--- src/epp_cycle_pkg.sv ---
// Shared constants and types for the enhanced parallel port cycle engine
package epp_cycle_pkg;

  // ---------------------------------------------------------------
  // Register indices (byte address is four times the index)
  // ---------------------------------------------------------------
  localparam logic [5:0] IDX_DATA      = 6'h00;
  localparam logic [5:0] IDX_STATUS    = 6'h01;
  localparam logic [5:0] IDX_CONTROL   = 6'h02;
  localparam logic [5:0] IDX_EPP_ADDR  = 6'h03;
  localparam logic [5:0] IDX_EPP_DATA0 = 6'h04;
  localparam logic [5:0] IDX_EPP_DATA3 = 6'h07;
  localparam logic [5:0] IDX_MODE      = 6'h08;

  // ---------------------------------------------------------------
  // Status register fields
  // ---------------------------------------------------------------
  localparam int unsigned ST_TIMEOUT_BIT = 0;

  // ---------------------------------------------------------------
  // Control register fields and reset value
  // ---------------------------------------------------------------
  localparam int unsigned CTL_STROBE_BIT = 0;
  localparam int unsigned CTL_AUTOFD_BIT = 1;
  localparam int unsigned CTL_NINIT_BIT  = 2;
  localparam int unsigned CTL_SELIN_BIT  = 3;
  localparam int unsigned CTL_DIR_BIT    = 5;
  localparam logic [5:0]  CTL_RESET      = 6'h00;

  // ---------------------------------------------------------------
  // Mode register fields, writable mask and reset value
  // ---------------------------------------------------------------
  localparam int unsigned MODE_EPP_EN_BIT = 0;
  localparam int unsigned MODE_V17_BIT    = 1;
  localparam int unsigned MODE_TSEL_BIT   = 4;
  localparam logic [7:0]  MODE_MASK       = 8'h13;
  localparam logic [7:0]  MODE_RESET      = 8'h00;

  // ---------------------------------------------------------------
  // Reset values of data registers
  // ---------------------------------------------------------------
  localparam logic [7:0]  BYTE_RESET      = 8'h00;

  // ---------------------------------------------------------------
  // Timing
  // ---------------------------------------------------------------
  localparam int unsigned CLK_PERIOD_NS  = 100;
  localparam int unsigned WD_TIMEOUT_US  = 10;
  localparam int unsigned WD_CYCLES      = (WD_TIMEOUT_US * 1000) / CLK_PERIOD_NS;
  localparam int unsigned WD_W           = 8;

  // ---------------------------------------------------------------
  // Cycle sequencer states
  // ---------------------------------------------------------------
  typedef enum logic [2:0] {
    ST_IDLE,
    ST_PRE_WAIT,
    ST_SETUP,
    ST_STROBE,
    ST_DONE
  } epp_state_type;

endpackage

--- src/epp_pin_sync.sv ---
// Two-stage synchroniser for the parallel port input pins
`timescale 1ns/1ps
module epp_pin_sync #(
  parameter int unsigned WIDTH = 15
) (
  // Clock and reset
  input  wire logic             SYS_CLK,
  input  wire logic             RESETN,
  // Pins in, synchronised levels out
  input  wire logic [WIDTH-1:0] PIN_IN,
  output logic      [WIDTH-1:0] PIN_SYNC
);

  logic [WIDTH-1:0] stage1_r;
  logic [WIDTH-1:0] stage2_r;

  // ---------------------------------------------------------------
  // Width check
  // ---------------------------------------------------------------
  if (WIDTH < 1) begin : g_bad_width
    $error("epp_pin_sync needs at least one bit");
  end

  // ---------------------------------------------------------------
  // Synchroniser chain
  // ---------------------------------------------------------------
  // First stage is read by the second stage only
  always_ff @(posedge SYS_CLK or negedge RESETN) begin
    if (!RESETN) begin
      stage1_r <= '0;
      stage2_r <= '0;
    end else begin
      stage1_r <= PIN_IN;
      stage2_r <= stage1_r;
    end
  end

  assign PIN_SYNC = stage2_r;

endmodule

--- src/epp_cycle_engine.sv ---
// Enhanced parallel port cycle engine with APB register access
`timescale 1ns/1ps

// What this block does
// - 1.9 cycles stall host until handshake completes
// - 1.9 wait high: hold outputs until low
// - Wait low at strobe: finish when high
// - 1.9 write drives byte, write line, strobe
// - Wait released: drop strobe, peripheral latches
// - Write end latches byte, then ready
// - Peripheral drops wait before next cycle
// - 1.9 read floats bus, write line high
// - Wait high on read: capture, drop strobe
// - Read ends with ready and captured byte
// - Idle port follows control register bits
// - 1.7 watchdog aborts beyond 10 us
// - 1.7 write line follows direction bit
// - 1.7 stretches host while wait low
// - 1.7 write end: ready, strobe off, latch
// - 1.7 read: wait high ends cycle
// - Interrupt passes through uninverted
// - Strobe bit and, in 1.9, direction bit override write line
// - Active-low peripheral reset output
// - 1.9 watchdog from start to wait release
// - Timeout flag clear by write or read
module epp_cycle_engine
  import epp_cycle_pkg::*;
#(
  parameter int unsigned ADDR_W = 8
) (
  // Clock and reset
  input  wire logic              SYS_CLK,
  input  wire logic              RESETN,
  // APB slave
  input  wire logic              PSEL,
  input  wire logic              PENABLE,
  input  wire logic              PWRITE,
  input  wire logic [ADDR_W-1:0] PADDR,
  input  wire logic [31:0]       PWDATA,
  output logic      [31:0]       PRDATA,
  output logic                   PREADY,
  output logic                   PSLVERR,
  // Port data bus
  input  wire logic [7:0]        PORT_DATA_BUS_IN,
  output logic      [7:0]        PORT_DATA_BUS_OUT,
  output logic                   PORT_DATA_BUS_OE,
  // Handshake and control outputs
  output logic                   DATA_STROBE_N,
  output logic                   ADDRESS_STROBE_OUT_N,
  output logic                   WRITE_LINE_N,
  output logic                   PERIPHERAL_RESET_N,
  output logic                   PERIPHERAL_INTERRUPT_OUT,
  // Peripheral inputs
  input  wire logic              PERIPHERAL_WAIT_N,
  input  wire logic              PERIPHERAL_INTERRUPT,
  input  wire logic              ERROR_N,
  input  wire logic              SELECT,
  input  wire logic              PAPER_END,
  input  wire logic              ACK_N,
  input  wire logic              BUSY
);

  // ---------------------------------------------------------------
  // Elaboration check
  // ---------------------------------------------------------------
  if (ADDR_W < 8) begin : g_bad_addr
    $error("epp_cycle_engine needs ADDR_W of at least 8");
  end

  // ---------------------------------------------------------------
  // Declarations
  // ---------------------------------------------------------------
  logic [14:0]         pin_sync;
  logic [7:0]          pd_s;
  logic                wait_s;
  logic                irq_s;
  logic [4:0]          stat_s;
  logic [5:0]          idx;
  logic                access;
  logic                setup;
  logic                mapped;
  logic                epp_reg;
  logic                wr_done;
  logic                rd_done;
  logic                epp_en;
  logic                v17;
  logic                tsel;
  logic                control_direction_bit;
  logic                wd_expired;
  logic                drive;
  logic                write_n;
  epp_state_type       state_r,    state_nxt;
  logic                cyc_wr_r,   cyc_wr_nxt;
  logic                cyc_addr_r, cyc_addr_nxt;
  logic [WD_W-1:0]     wd_cnt_r,   wd_cnt_nxt;
  logic [7:0]          prdata_r,   prdata_nxt;
  logic [5:0]          ctrl_r,     ctrl_nxt;
  logic [7:0]          mode_r,     mode_nxt;
  logic [7:0]          pd_out_r,   pd_out_nxt;
  logic                tmo_r,      tmo_nxt;
  logic                tmo_set;
  logic                tmo_clr;

  // ---------------------------------------------------------------
  // Input synchronisers
  // ---------------------------------------------------------------
  epp_pin_sync #(
    .WIDTH (15)
  ) u_sync (
    .SYS_CLK  (SYS_CLK),
    .RESETN   (RESETN),
    .PIN_IN   ({PERIPHERAL_WAIT_N, PERIPHERAL_INTERRUPT, BUSY, ACK_N,
                PAPER_END, SELECT, ERROR_N, PORT_DATA_BUS_IN}),
    .PIN_SYNC (pin_sync)
  );

  assign pd_s   = pin_sync[7:0];
  assign stat_s = pin_sync[12:8];
  assign irq_s  = pin_sync[13];
  assign wait_s = pin_sync[14];

  // ---------------------------------------------------------------
  // Helpers
  // ---------------------------------------------------------------
  // EPP address or data port index
  function automatic logic is_epp_idx(input logic [5:0] i);
    return (i >= IDX_EPP_ADDR) && (i <= IDX_EPP_DATA3);
  endfunction

  // Read value of a plain register
  function automatic logic [7:0] reg_read(input logic [5:0] i);
    logic [7:0] v;
    v = 8'h00;
    case (i)
      IDX_DATA:    v = pd_s;
      IDX_STATUS:  v = {~stat_s[4], stat_s[3], stat_s[2], stat_s[1], stat_s[0], 2'b00, tmo_r};
      IDX_CONTROL: v = {2'b00, ctrl_r};
      IDX_MODE:    v = mode_r;
      default:     v = 8'h00;
    endcase
    return v;
  endfunction

  // ---------------------------------------------------------------
  // APB decode
  // ---------------------------------------------------------------
  // Mode bits and bus phases
  assign epp_en     = mode_r[MODE_EPP_EN_BIT];
  assign v17        = mode_r[MODE_V17_BIT];
  assign tsel       = mode_r[MODE_TSEL_BIT];
  assign control_direction_bit        = ctrl_r[CTL_DIR_BIT];
  assign idx        = PADDR[7:2];
  assign access     = PSEL && PENABLE;
  assign setup      = PSEL && !PENABLE;
  assign mapped     = (idx <= IDX_MODE);
  assign epp_reg    = epp_en && is_epp_idx(idx);
  assign wd_expired = (wd_cnt_r >= WD_W'(WD_CYCLES));

  // Host access to an enabled EPP port register stalls until the port cycle is done
  assign PREADY  = access && (!epp_reg || (state_r == ST_DONE));
  assign PSLVERR = access && !mapped;
  assign wr_done = PREADY && PWRITE;
  assign rd_done = PREADY && !PWRITE;
  assign PRDATA  = {24'h000000, prdata_r};

  // ---------------------------------------------------------------
  // Cycle sequencer
  // ---------------------------------------------------------------
  // Next state, watchdog and read capture
  always_comb begin
    state_nxt    = state_r;
    cyc_wr_nxt   = cyc_wr_r;
    cyc_addr_nxt = cyc_addr_r;
    wd_cnt_nxt   = wd_cnt_r;
    prdata_nxt   = prdata_r;
    tmo_set      = 1'b0;
    if (setup && !(epp_en && is_epp_idx(idx))) begin
      prdata_nxt = reg_read(idx);
    end
    case (state_r)
      ST_IDLE: begin
        if (access && epp_reg) begin
          cyc_wr_nxt   = PWRITE;
          cyc_addr_nxt = (idx == IDX_EPP_ADDR);
          wd_cnt_nxt   = '0;
          state_nxt    = v17 ? ST_SETUP : ST_PRE_WAIT;
        end
      end
      ST_PRE_WAIT: begin
        if (!wait_s) begin
          state_nxt = ST_SETUP;
        end
      end
      ST_SETUP: begin
        state_nxt = ST_STROBE;
      end
      ST_STROBE: begin
        if (wait_s) begin
          state_nxt  = ST_DONE;
          prdata_nxt = cyc_wr_r ? prdata_r : pd_s;
        end
      end
      ST_DONE: begin
        state_nxt = ST_IDLE;
      end
      default: begin
        state_nxt = ST_IDLE;
      end
    endcase
    // Watchdog over the whole port cycle
    if ((state_r != ST_IDLE) && (state_r != ST_DONE)) begin
      wd_cnt_nxt = wd_expired ? wd_cnt_r : wd_cnt_r + WD_W'(1);
      if (wd_expired) begin
        state_nxt  = ST_DONE;
        tmo_set    = 1'b1;
        prdata_nxt = pd_s;
      end
    end
  end

  // Sequencer registers
  always_ff @(posedge SYS_CLK or negedge RESETN) begin
    if (!RESETN) begin
      state_r    <= ST_IDLE;
      cyc_wr_r   <= 1'b0;
      cyc_addr_r <= 1'b0;
      wd_cnt_r   <= '0;
      prdata_r   <= BYTE_RESET;
    end else begin
      state_r    <= state_nxt;
      cyc_wr_r   <= cyc_wr_nxt;
      cyc_addr_r <= cyc_addr_nxt;
      wd_cnt_r   <= wd_cnt_nxt;
      prdata_r   <= prdata_nxt;
    end
  end

  // ---------------------------------------------------------------
  // Software registers
  // ---------------------------------------------------------------
  // Control, mode, output byte and timeout flag
  always_comb begin
    ctrl_nxt   = ctrl_r;
    mode_nxt   = mode_r;
    pd_out_nxt = pd_out_r;
    if (wr_done && (idx == IDX_CONTROL)) begin
      ctrl_nxt = PWDATA[5:0];
    end
    if (wr_done && (idx == IDX_MODE)) begin
      mode_nxt = PWDATA[7:0] & MODE_MASK;
    end
    if (wr_done && (idx == IDX_DATA)) begin
      pd_out_nxt = PWDATA[7:0];
    end
    // Written byte is latched at the end of setup, so it is on the bus from the strobe on
    if ((state_r == ST_SETUP) && cyc_wr_r) begin
      pd_out_nxt = PWDATA[7:0];
    end
    // Set wins over a clear in the same cycle
    tmo_clr = (wr_done && (idx == IDX_STATUS) && PWDATA[ST_TIMEOUT_BIT] && !tsel)
           || (rd_done && (idx == IDX_STATUS) && tsel);
    tmo_nxt = tmo_set || (tmo_r && !tmo_clr);
  end

  // Register storage
  always_ff @(posedge SYS_CLK or negedge RESETN) begin
    if (!RESETN) begin
      ctrl_r   <= CTL_RESET;
      mode_r   <= MODE_RESET;
      pd_out_r <= BYTE_RESET;
      tmo_r    <= 1'b0;
    end else begin
      ctrl_r   <= ctrl_nxt;
      mode_r   <= mode_nxt;
      pd_out_r <= pd_out_nxt;
      tmo_r    <= tmo_nxt;
    end
  end

  // ---------------------------------------------------------------
  // Port outputs
  // ---------------------------------------------------------------
  // Enhanced outputs own the port from setup through done
  assign drive = (state_r == ST_SETUP) || (state_r == ST_STROBE) || (state_r == ST_DONE);

  // Write line: 1.7 follows direction bit, strobe bit forces write
  assign write_n = (v17 ? control_direction_bit : !(cyc_wr_r && !control_direction_bit)) && !ctrl_r[CTL_STROBE_BIT];

  // Idle port follows the control register
  assign WRITE_LINE_N         = drive ? write_n : !ctrl_r[CTL_STROBE_BIT];
  assign DATA_STROBE_N        = (state_r == ST_STROBE) ? cyc_addr_r
                              : (drive ? 1'b1 : !ctrl_r[CTL_AUTOFD_BIT]);
  assign ADDRESS_STROBE_OUT_N = (state_r == ST_STROBE) ? !cyc_addr_r
                              : (drive ? 1'b1 : !ctrl_r[CTL_SELIN_BIT]);
  assign PORT_DATA_BUS_OE     = drive ? !write_n : !control_direction_bit;
  assign PORT_DATA_BUS_OUT    = pd_out_r;
  assign PERIPHERAL_RESET_N   = ctrl_r[CTL_NINIT_BIT];
  assign PERIPHERAL_INTERRUPT_OUT = irq_s;
endmodule

--- config.mk ---
export PLATFORM = sky130hd
export DESIGN_NAME = epp_cycle_engine
export DESIGN_NICKNAME = d
export VERILOG_FILES = /design/src/epp_cycle_pkg.sv /design/src/epp_pin_sync.sv /design/src/epp_cycle_engine.sv
export SDC_FILE = /design/constraint.sdc
export NUM_CORES = 1
export LEC_CHECK = 0
export BUFFER_PORTS_ARGS = -buffer_cell sky130_fd_sc_hd__buf_2
export CAP_MARGIN = 20
export CORE_ASPECT_RATIO = 0.9
export CORE_MARGIN = 2
export CORE_UTILIZATION = 50
export DETAILED_ROUTE_END_ITERATION = 8
export HOLD_SLACK_MARGIN = 0.05
export PLACE_DENSITY = 0.89
export SETUP_SLACK_MARGIN = 0.1
export SYNTH_ARGS = -nofsm -noshare
export SYNTH_HDL_FRONTEND = slang
export SYNTH_HIERARCHICAL = 1
export SYNTH_SLANG_ARGS = --single-unit
--- constraint.sdc ---
create_clock -name SYS_CLK -period 2.9 [get_ports SYS_CLK]
set_input_delay 0.87 -clock SYS_CLK [delete_from_list [all_inputs] [get_ports SYS_CLK]]
set_output_delay 0.87 -clock SYS_CLK [all_outputs]
set_load 0.05 [all_outputs]
Yosys cells after proc, flatten, opt, wreduce, memory -nomap -nowiden
Index checks and enable logic that the tools add are counted.

operators by class
  add/subtract/negate cells = 1
  muxes and demuxes = 29
  reductions and logical operators = 49
  magnitude comparators = 4
  bitwise gates (word level) = 1
  eq/ne operators = 10

operators by type and width
  kind                                                                                 count
  8-bit two-way mux                                                                    12
  8-bit one-hot mux with 4 select lines                                                1
  1-bit logical AND                                                                    23
  3-bit two-way mux                                                                    5
  1-bit zero test                                                                      13
  6-bit by 2-bit equality test with 1-bit output, second input constant                2
  3-bit one-hot mux with 4 select lines                                                1
  1-bit two-way mux                                                                    9
  8-bit by 1-bit adder with 8-bit output, second input constant                        1
  8-bit by 7-bit greater-or-equal comparator with 1-bit output, second input constant  1
  3-bit by 2-bit equality test with 1-bit output, second input constant                2
  6-bit by 1-bit equality test with 1-bit output, second input constant                1
  6-bit by 4-bit equality test with 1-bit output, second input constant                1
  6-bit by 2-bit greater-or-equal comparator with 1-bit output, second input constant  1
  6-bit by 3-bit <= comparator with 1-bit output, second input constant                1
  6-bit by 4-bit <= comparator with 1-bit output, second input constant                1
  6-bit zero test                                                                      1
  2-bit nonzero test                                                                   3
  1-bit logical OR                                                                     5
  3-bit by 1-bit equality test with 1-bit output, second input constant                1
  3-bit equality test, second input constant                                           1
  3-bit zero test                                                                      1
  3-bit inequality test, second input constant                                         1
  3-bit AND reduction                                                                  1
  5 further kinds                                                                      5

storage, ports and cells
  register bits after elaboration = 69
  output and inout port bits = 48
  bits of input ports = 60

Depth between registers and ports, before layout
  depth in word-level cells = 14
  gate-level depth with buffers = 6

Cells and area by module
The synthesis kept the hierarchy.

modules (own cells, without submodules)
  module            seq. area each (um2)  area each (um2)  instances  cells an instance
  epp_cycle_engine  975.9                 2387.3           1          243
  epp_pin_sync      750.7                 750.7            1          30

Worst setup path before layout
No wires, ideal clock.

  path kind = input -> output
  start point = in PADDR[3]
  end point = out PSLVERR
  data required time = 2030 ps
  path slack = -541 ps
  buffers on the path = 1
  arrival = 2571 ps
  stages on the path = 3
  cell sequence = clkbuf_1 -> nor2_1 -> a311oi_1

on the way
  cells in the longest elaborated chain, start to end = 3

ends and longest elaborated chain
  element                                         RTL line                 source
  start: declaration                              epp_cycle_engine.sv:38   input wire logic [ADDR_W-1:0] PADDR,
  6-bit by 4-bit <= comparator with 1-bit output  epp_cycle_engine.sv:155  assign mapped = (idx <= IDX_MODE);
  1-bit zero test                                 epp_cycle_engine.sv:161  assign PSLVERR = access && !mapped;
  1-bit logical AND                               epp_cycle_engine.sv:161
  end: declaration                                epp_cycle_engine.sv:42   output logic PSLVERR,

Every way passes these cells.

Worst setup path after layout
  start point = in PADDR[7]
  end point = out PREADY

on the way
  cells in the longest elaborated chain, start to end = 6
  elaborated cells between the ends (all ways) = 7

ends and longest elaborated chain
  element                                                                                                                         RTL line                 source
  6-bit by 2-bit greater-or-equal comparator with 1-bit output or 6-bit by 3-bit <= comparator with 1-bit output (tied branches)  epp_cycle_engine.sv:127  return (i >= IDX_EPP_ADDR) && (i <= IDX_EPP_DATA3);
  1-bit logical AND (*)                                                                                                           epp_cycle_engine.sv:127
  1-bit logical AND (*)                                                                                                           epp_cycle_engine.sv:156  assign epp_reg = epp_en && is_epp_idx(idx);
  1-bit zero test (*)                                                                                                             epp_cycle_engine.sv:160  assign PREADY = access && (!epp_reg || (state_r == ST_DONE));
  1-bit logical OR (*)                                                                                                            epp_cycle_engine.sv:160
  1-bit logical AND (*)                                                                                                           epp_cycle_engine.sv:160
  end: declaration                                                                                                                epp_cycle_engine.sv:41   output logic PREADY,

Every way passes the cells marked *; elsewhere a longest branch is shown, timed or not.

==> results.toml <==
[die]
die_w_um = 87.5
start_util_pct = 51.6
num_io_pins = 108
die_h_um = 79.2
die_area_um2 = 6930
rows = 27
core_area_um2 = 6080

[timing]
max_slew_margin_pct = 47.5
skew_ns = 0.00407
setup_violations = 0
holdWs_ns = 0.350
worstMarginPinSlew_ns = 0.785
max_freq_mhz = 356
min_period_ns = 2.81
tns_ns = 0
drv_slew = 0
grt_setup_unrepaired = "yes"
fin_crit_sh_pct = 96.9
final-hold-violation-count = 0

[yosys]
synth_edf_count = 0
synthFlopType = "dfrtp_1"
syn_avg_cell_area_um2 = 11.5
ys_ff_latch = 69
ys_seq_area_share_pct = 55.0
synth.cell_area_um2 = 3140
synth.distinct_cells = 49
syn-instance-count = 273
yosysWarnings = 6
async_flop_share_pct = 100

[cells_and_area]
register_area_um2 = 1730
multi_input_area_um2 = 1290
layout.nets = 407
design_area_um2 = 3770
fillCellCount = 479
final_common_cell = "dfrtp_1"
antennaDiodeCount = 0
syn_to_final_growth_pct = 20.2
stdcell_count = 422
final_cell_mix = "dfrtp_1 (68), buf_2 (56), conb_1 (24), mux2_2 (20), a21oi_1 (14)"
drive_gt1_share_pct = 32.9

[setup_path]
reg2reg_slack_ns = 0.67
cp-start-kind = "primary input"
worstPathMaxFanout = 2
startpoint = "PADDR[7]"
worstSetupPathType = "in -> out"
timing.rr.end = "PORT_DATA_BUS_OUT[2]"
reg2reg_from = "mode_r[0]"
worstPathArrival_ns = 1.94
rr_worst_depth = 5
cp.required_ns = 2.03
cp-end-kind = "primary output"

[grt]
grt_pass1_vias = 2370
grt_max_degree = 45
antenna_found_initial = 0
overflow = 0
grt_pass1_wl_mm = 11.1
grt_usage_pct = 21.2

[placed_design]
dp.cells = 406
place_congestion = 0.880
io_buffers = 57
dp_hpwl_mm = 4.96
place_area_um2 = 3520

[clocking]
cts-buffers-inserted = 9
htreeDepth = 3
insertion_delay_ns = 0.34
clockRootBuffer = "clkbuf_8"
ctsHoldBuffers = 0
clock_path_buffers = 2
path_clk_slew_ns = 0.07
cts_sinks = 69
cts_tree = "yes"

[routing]
vias_per_cell = 5.68
drc = 0
dr.first_iter.drc_count = 174
ant_nets = 0
first_pass_iters = 5
routed_wirelength_mm = 6.85
via_count = 2396
wl_per_cell_um = 16.2

[pwr]
vdd_drop_max_mv = 0.650
power_density_nw_per_um2 = 876
leakage_nw = 1.75
finalPower_w = 0.00331

[hold_path]
hold-path-endpoint = "u_sync/PIN_SYNC[9]"
worstHoldStart = "u_sync/stage1_r[9]"
holdPathStages = 0
hold_class = "reg -> reg"

[status]
status = "complete, no violations"

[flow_run]
maxCapViolations = 0
[critical path: stages]
cell and delay [ns]:
buf_2 0.11, or4b_4 0.55, nor3_4 0.15, nor2_2 0.06
buf_4 0.19
[per-stage QoR]
| step | setup slack (ns) | util, % |
|---|---|---|
| after global placement | -0.00755 | 57.9 |
| after detailed placement | -0.0164 | 57.9 |
| after floorplan | 0.0962 | - |
| final | 0.0903 | 62.0 |
| after global routing | 0.0607 | 62.0 |
| after CTS | 0.00869 | 61.8 |
[power breakdown]
| part | switching, W | leakage [nW] | internal [W] | total (W) |
|---|---|---|---|---|
| clock network | 0.000358 | 0.112 | 0.000506 | 0.000864 |
| logic | 0.000860 | 0.820 | 0.000321 | 0.00118 |
| registers | 0.000134 | 0.817 | 0.00113 | 0.00126 |
| total | 0.00135 | 1.75 | 0.00195 | 0.00331 |
[cell type report]
| class | count | area share, % |
|---|---|---|
| Clock buffer | 10 | 3.65 |
| Timing Repair Buffer | 70 | 10.5 |
| Clock inverter | 6 | 2.29 |
| Sequential cell | 69 | 45.8 |
| Multi-Input combinational cell | 185 | 34.3 |
| Inverter | 10 | 0.995 |
| Tap cell | 72 | 2.39 |
[Yosys cell counts (3+ instances only)]
master	n	area, µm²
o31ai_1	4	30.0
o21ai_0	3	15.0
nand3_1	5	25.0
nor4_1	4	25.0
nand2b_1	3	18.8
and3_1	8	50.1
a31oi_1	6	37.5
nor3_1	7	35.0
a21oi_1	14	70.1
nand3b_1	6	45.0
nor3b_1	3	22.5
and4_1	4	35.0
clkbuf_1	4	15.0
nand2_1	10	37.5
inv_1	10	37.5
buf_4	24	180
nor2_1	14	52.6
mux2i_1	4	40.0
a22oi_1	3	22.5
dfrtp_1	69	1730
mux2_2	20	225
o22ai_1	9	56.3
[sequential cells by signal (all words and copies together), names as in the netlist]
register,cells
PORT_DATA_BUS_OUT,8
cyc_wr_r,1
ctrl_r,6
prdata_r,8
mode_r,3
state_r,3
tmo_r,1
wd_cnt_r,8
u_sync/stage1_r,15
cyc_addr_r,1
u_sync/PIN_SYNC,15
[repair_timing]
item                       in CTS  in global routing
resized for setup               2                  5
setup buffers                   0                  0
hold endpoints to repair        0                  0
setup endpoints to repair       3                  4
pin swaps                       0                  1
[kinds of logic after synthesis]
logic type,share of synthesized area [%]
and+or+nand+nor,14.3
xor gates and xnor gates,1.12
DFF,55.0
adders and majority gates,0.797
muxes,8.45
buffers and inverters,7.97
other,0.120
AOI/OAI and AO/OA,12.2
[how the worst max path moves through the flow]
stage                                 endpoint  slack [ns]  cells past startpoint
after floorplan                        PSLVERR         0.1                      3
after global placement                  PREADY      -0.008                      5
after detailed placement  PORT_DATA_BUS_OUT[2]       -0.02                      6
after CTS                               PREADY       0.009                      5
after global routing                    PREADY        0.06                      5
final                                   PREADY        0.09                      5
[per-layer routing]
| layer | vias up | track usage [%] | wire length (µm) |
|---|---|---|---|
| li1 | 1100 | - | - |
| met1 | 1177 | 26.5 | 2830 |
| met2 | 106 | 35.4 | 3460 |
| met3 | 13 | 5.93 | 461 |
| met4 | 0 | 7.38 | 94 |
| met5 | - | 0 | 0 |
Note: power is estimated with default switching activity, not from simulation.
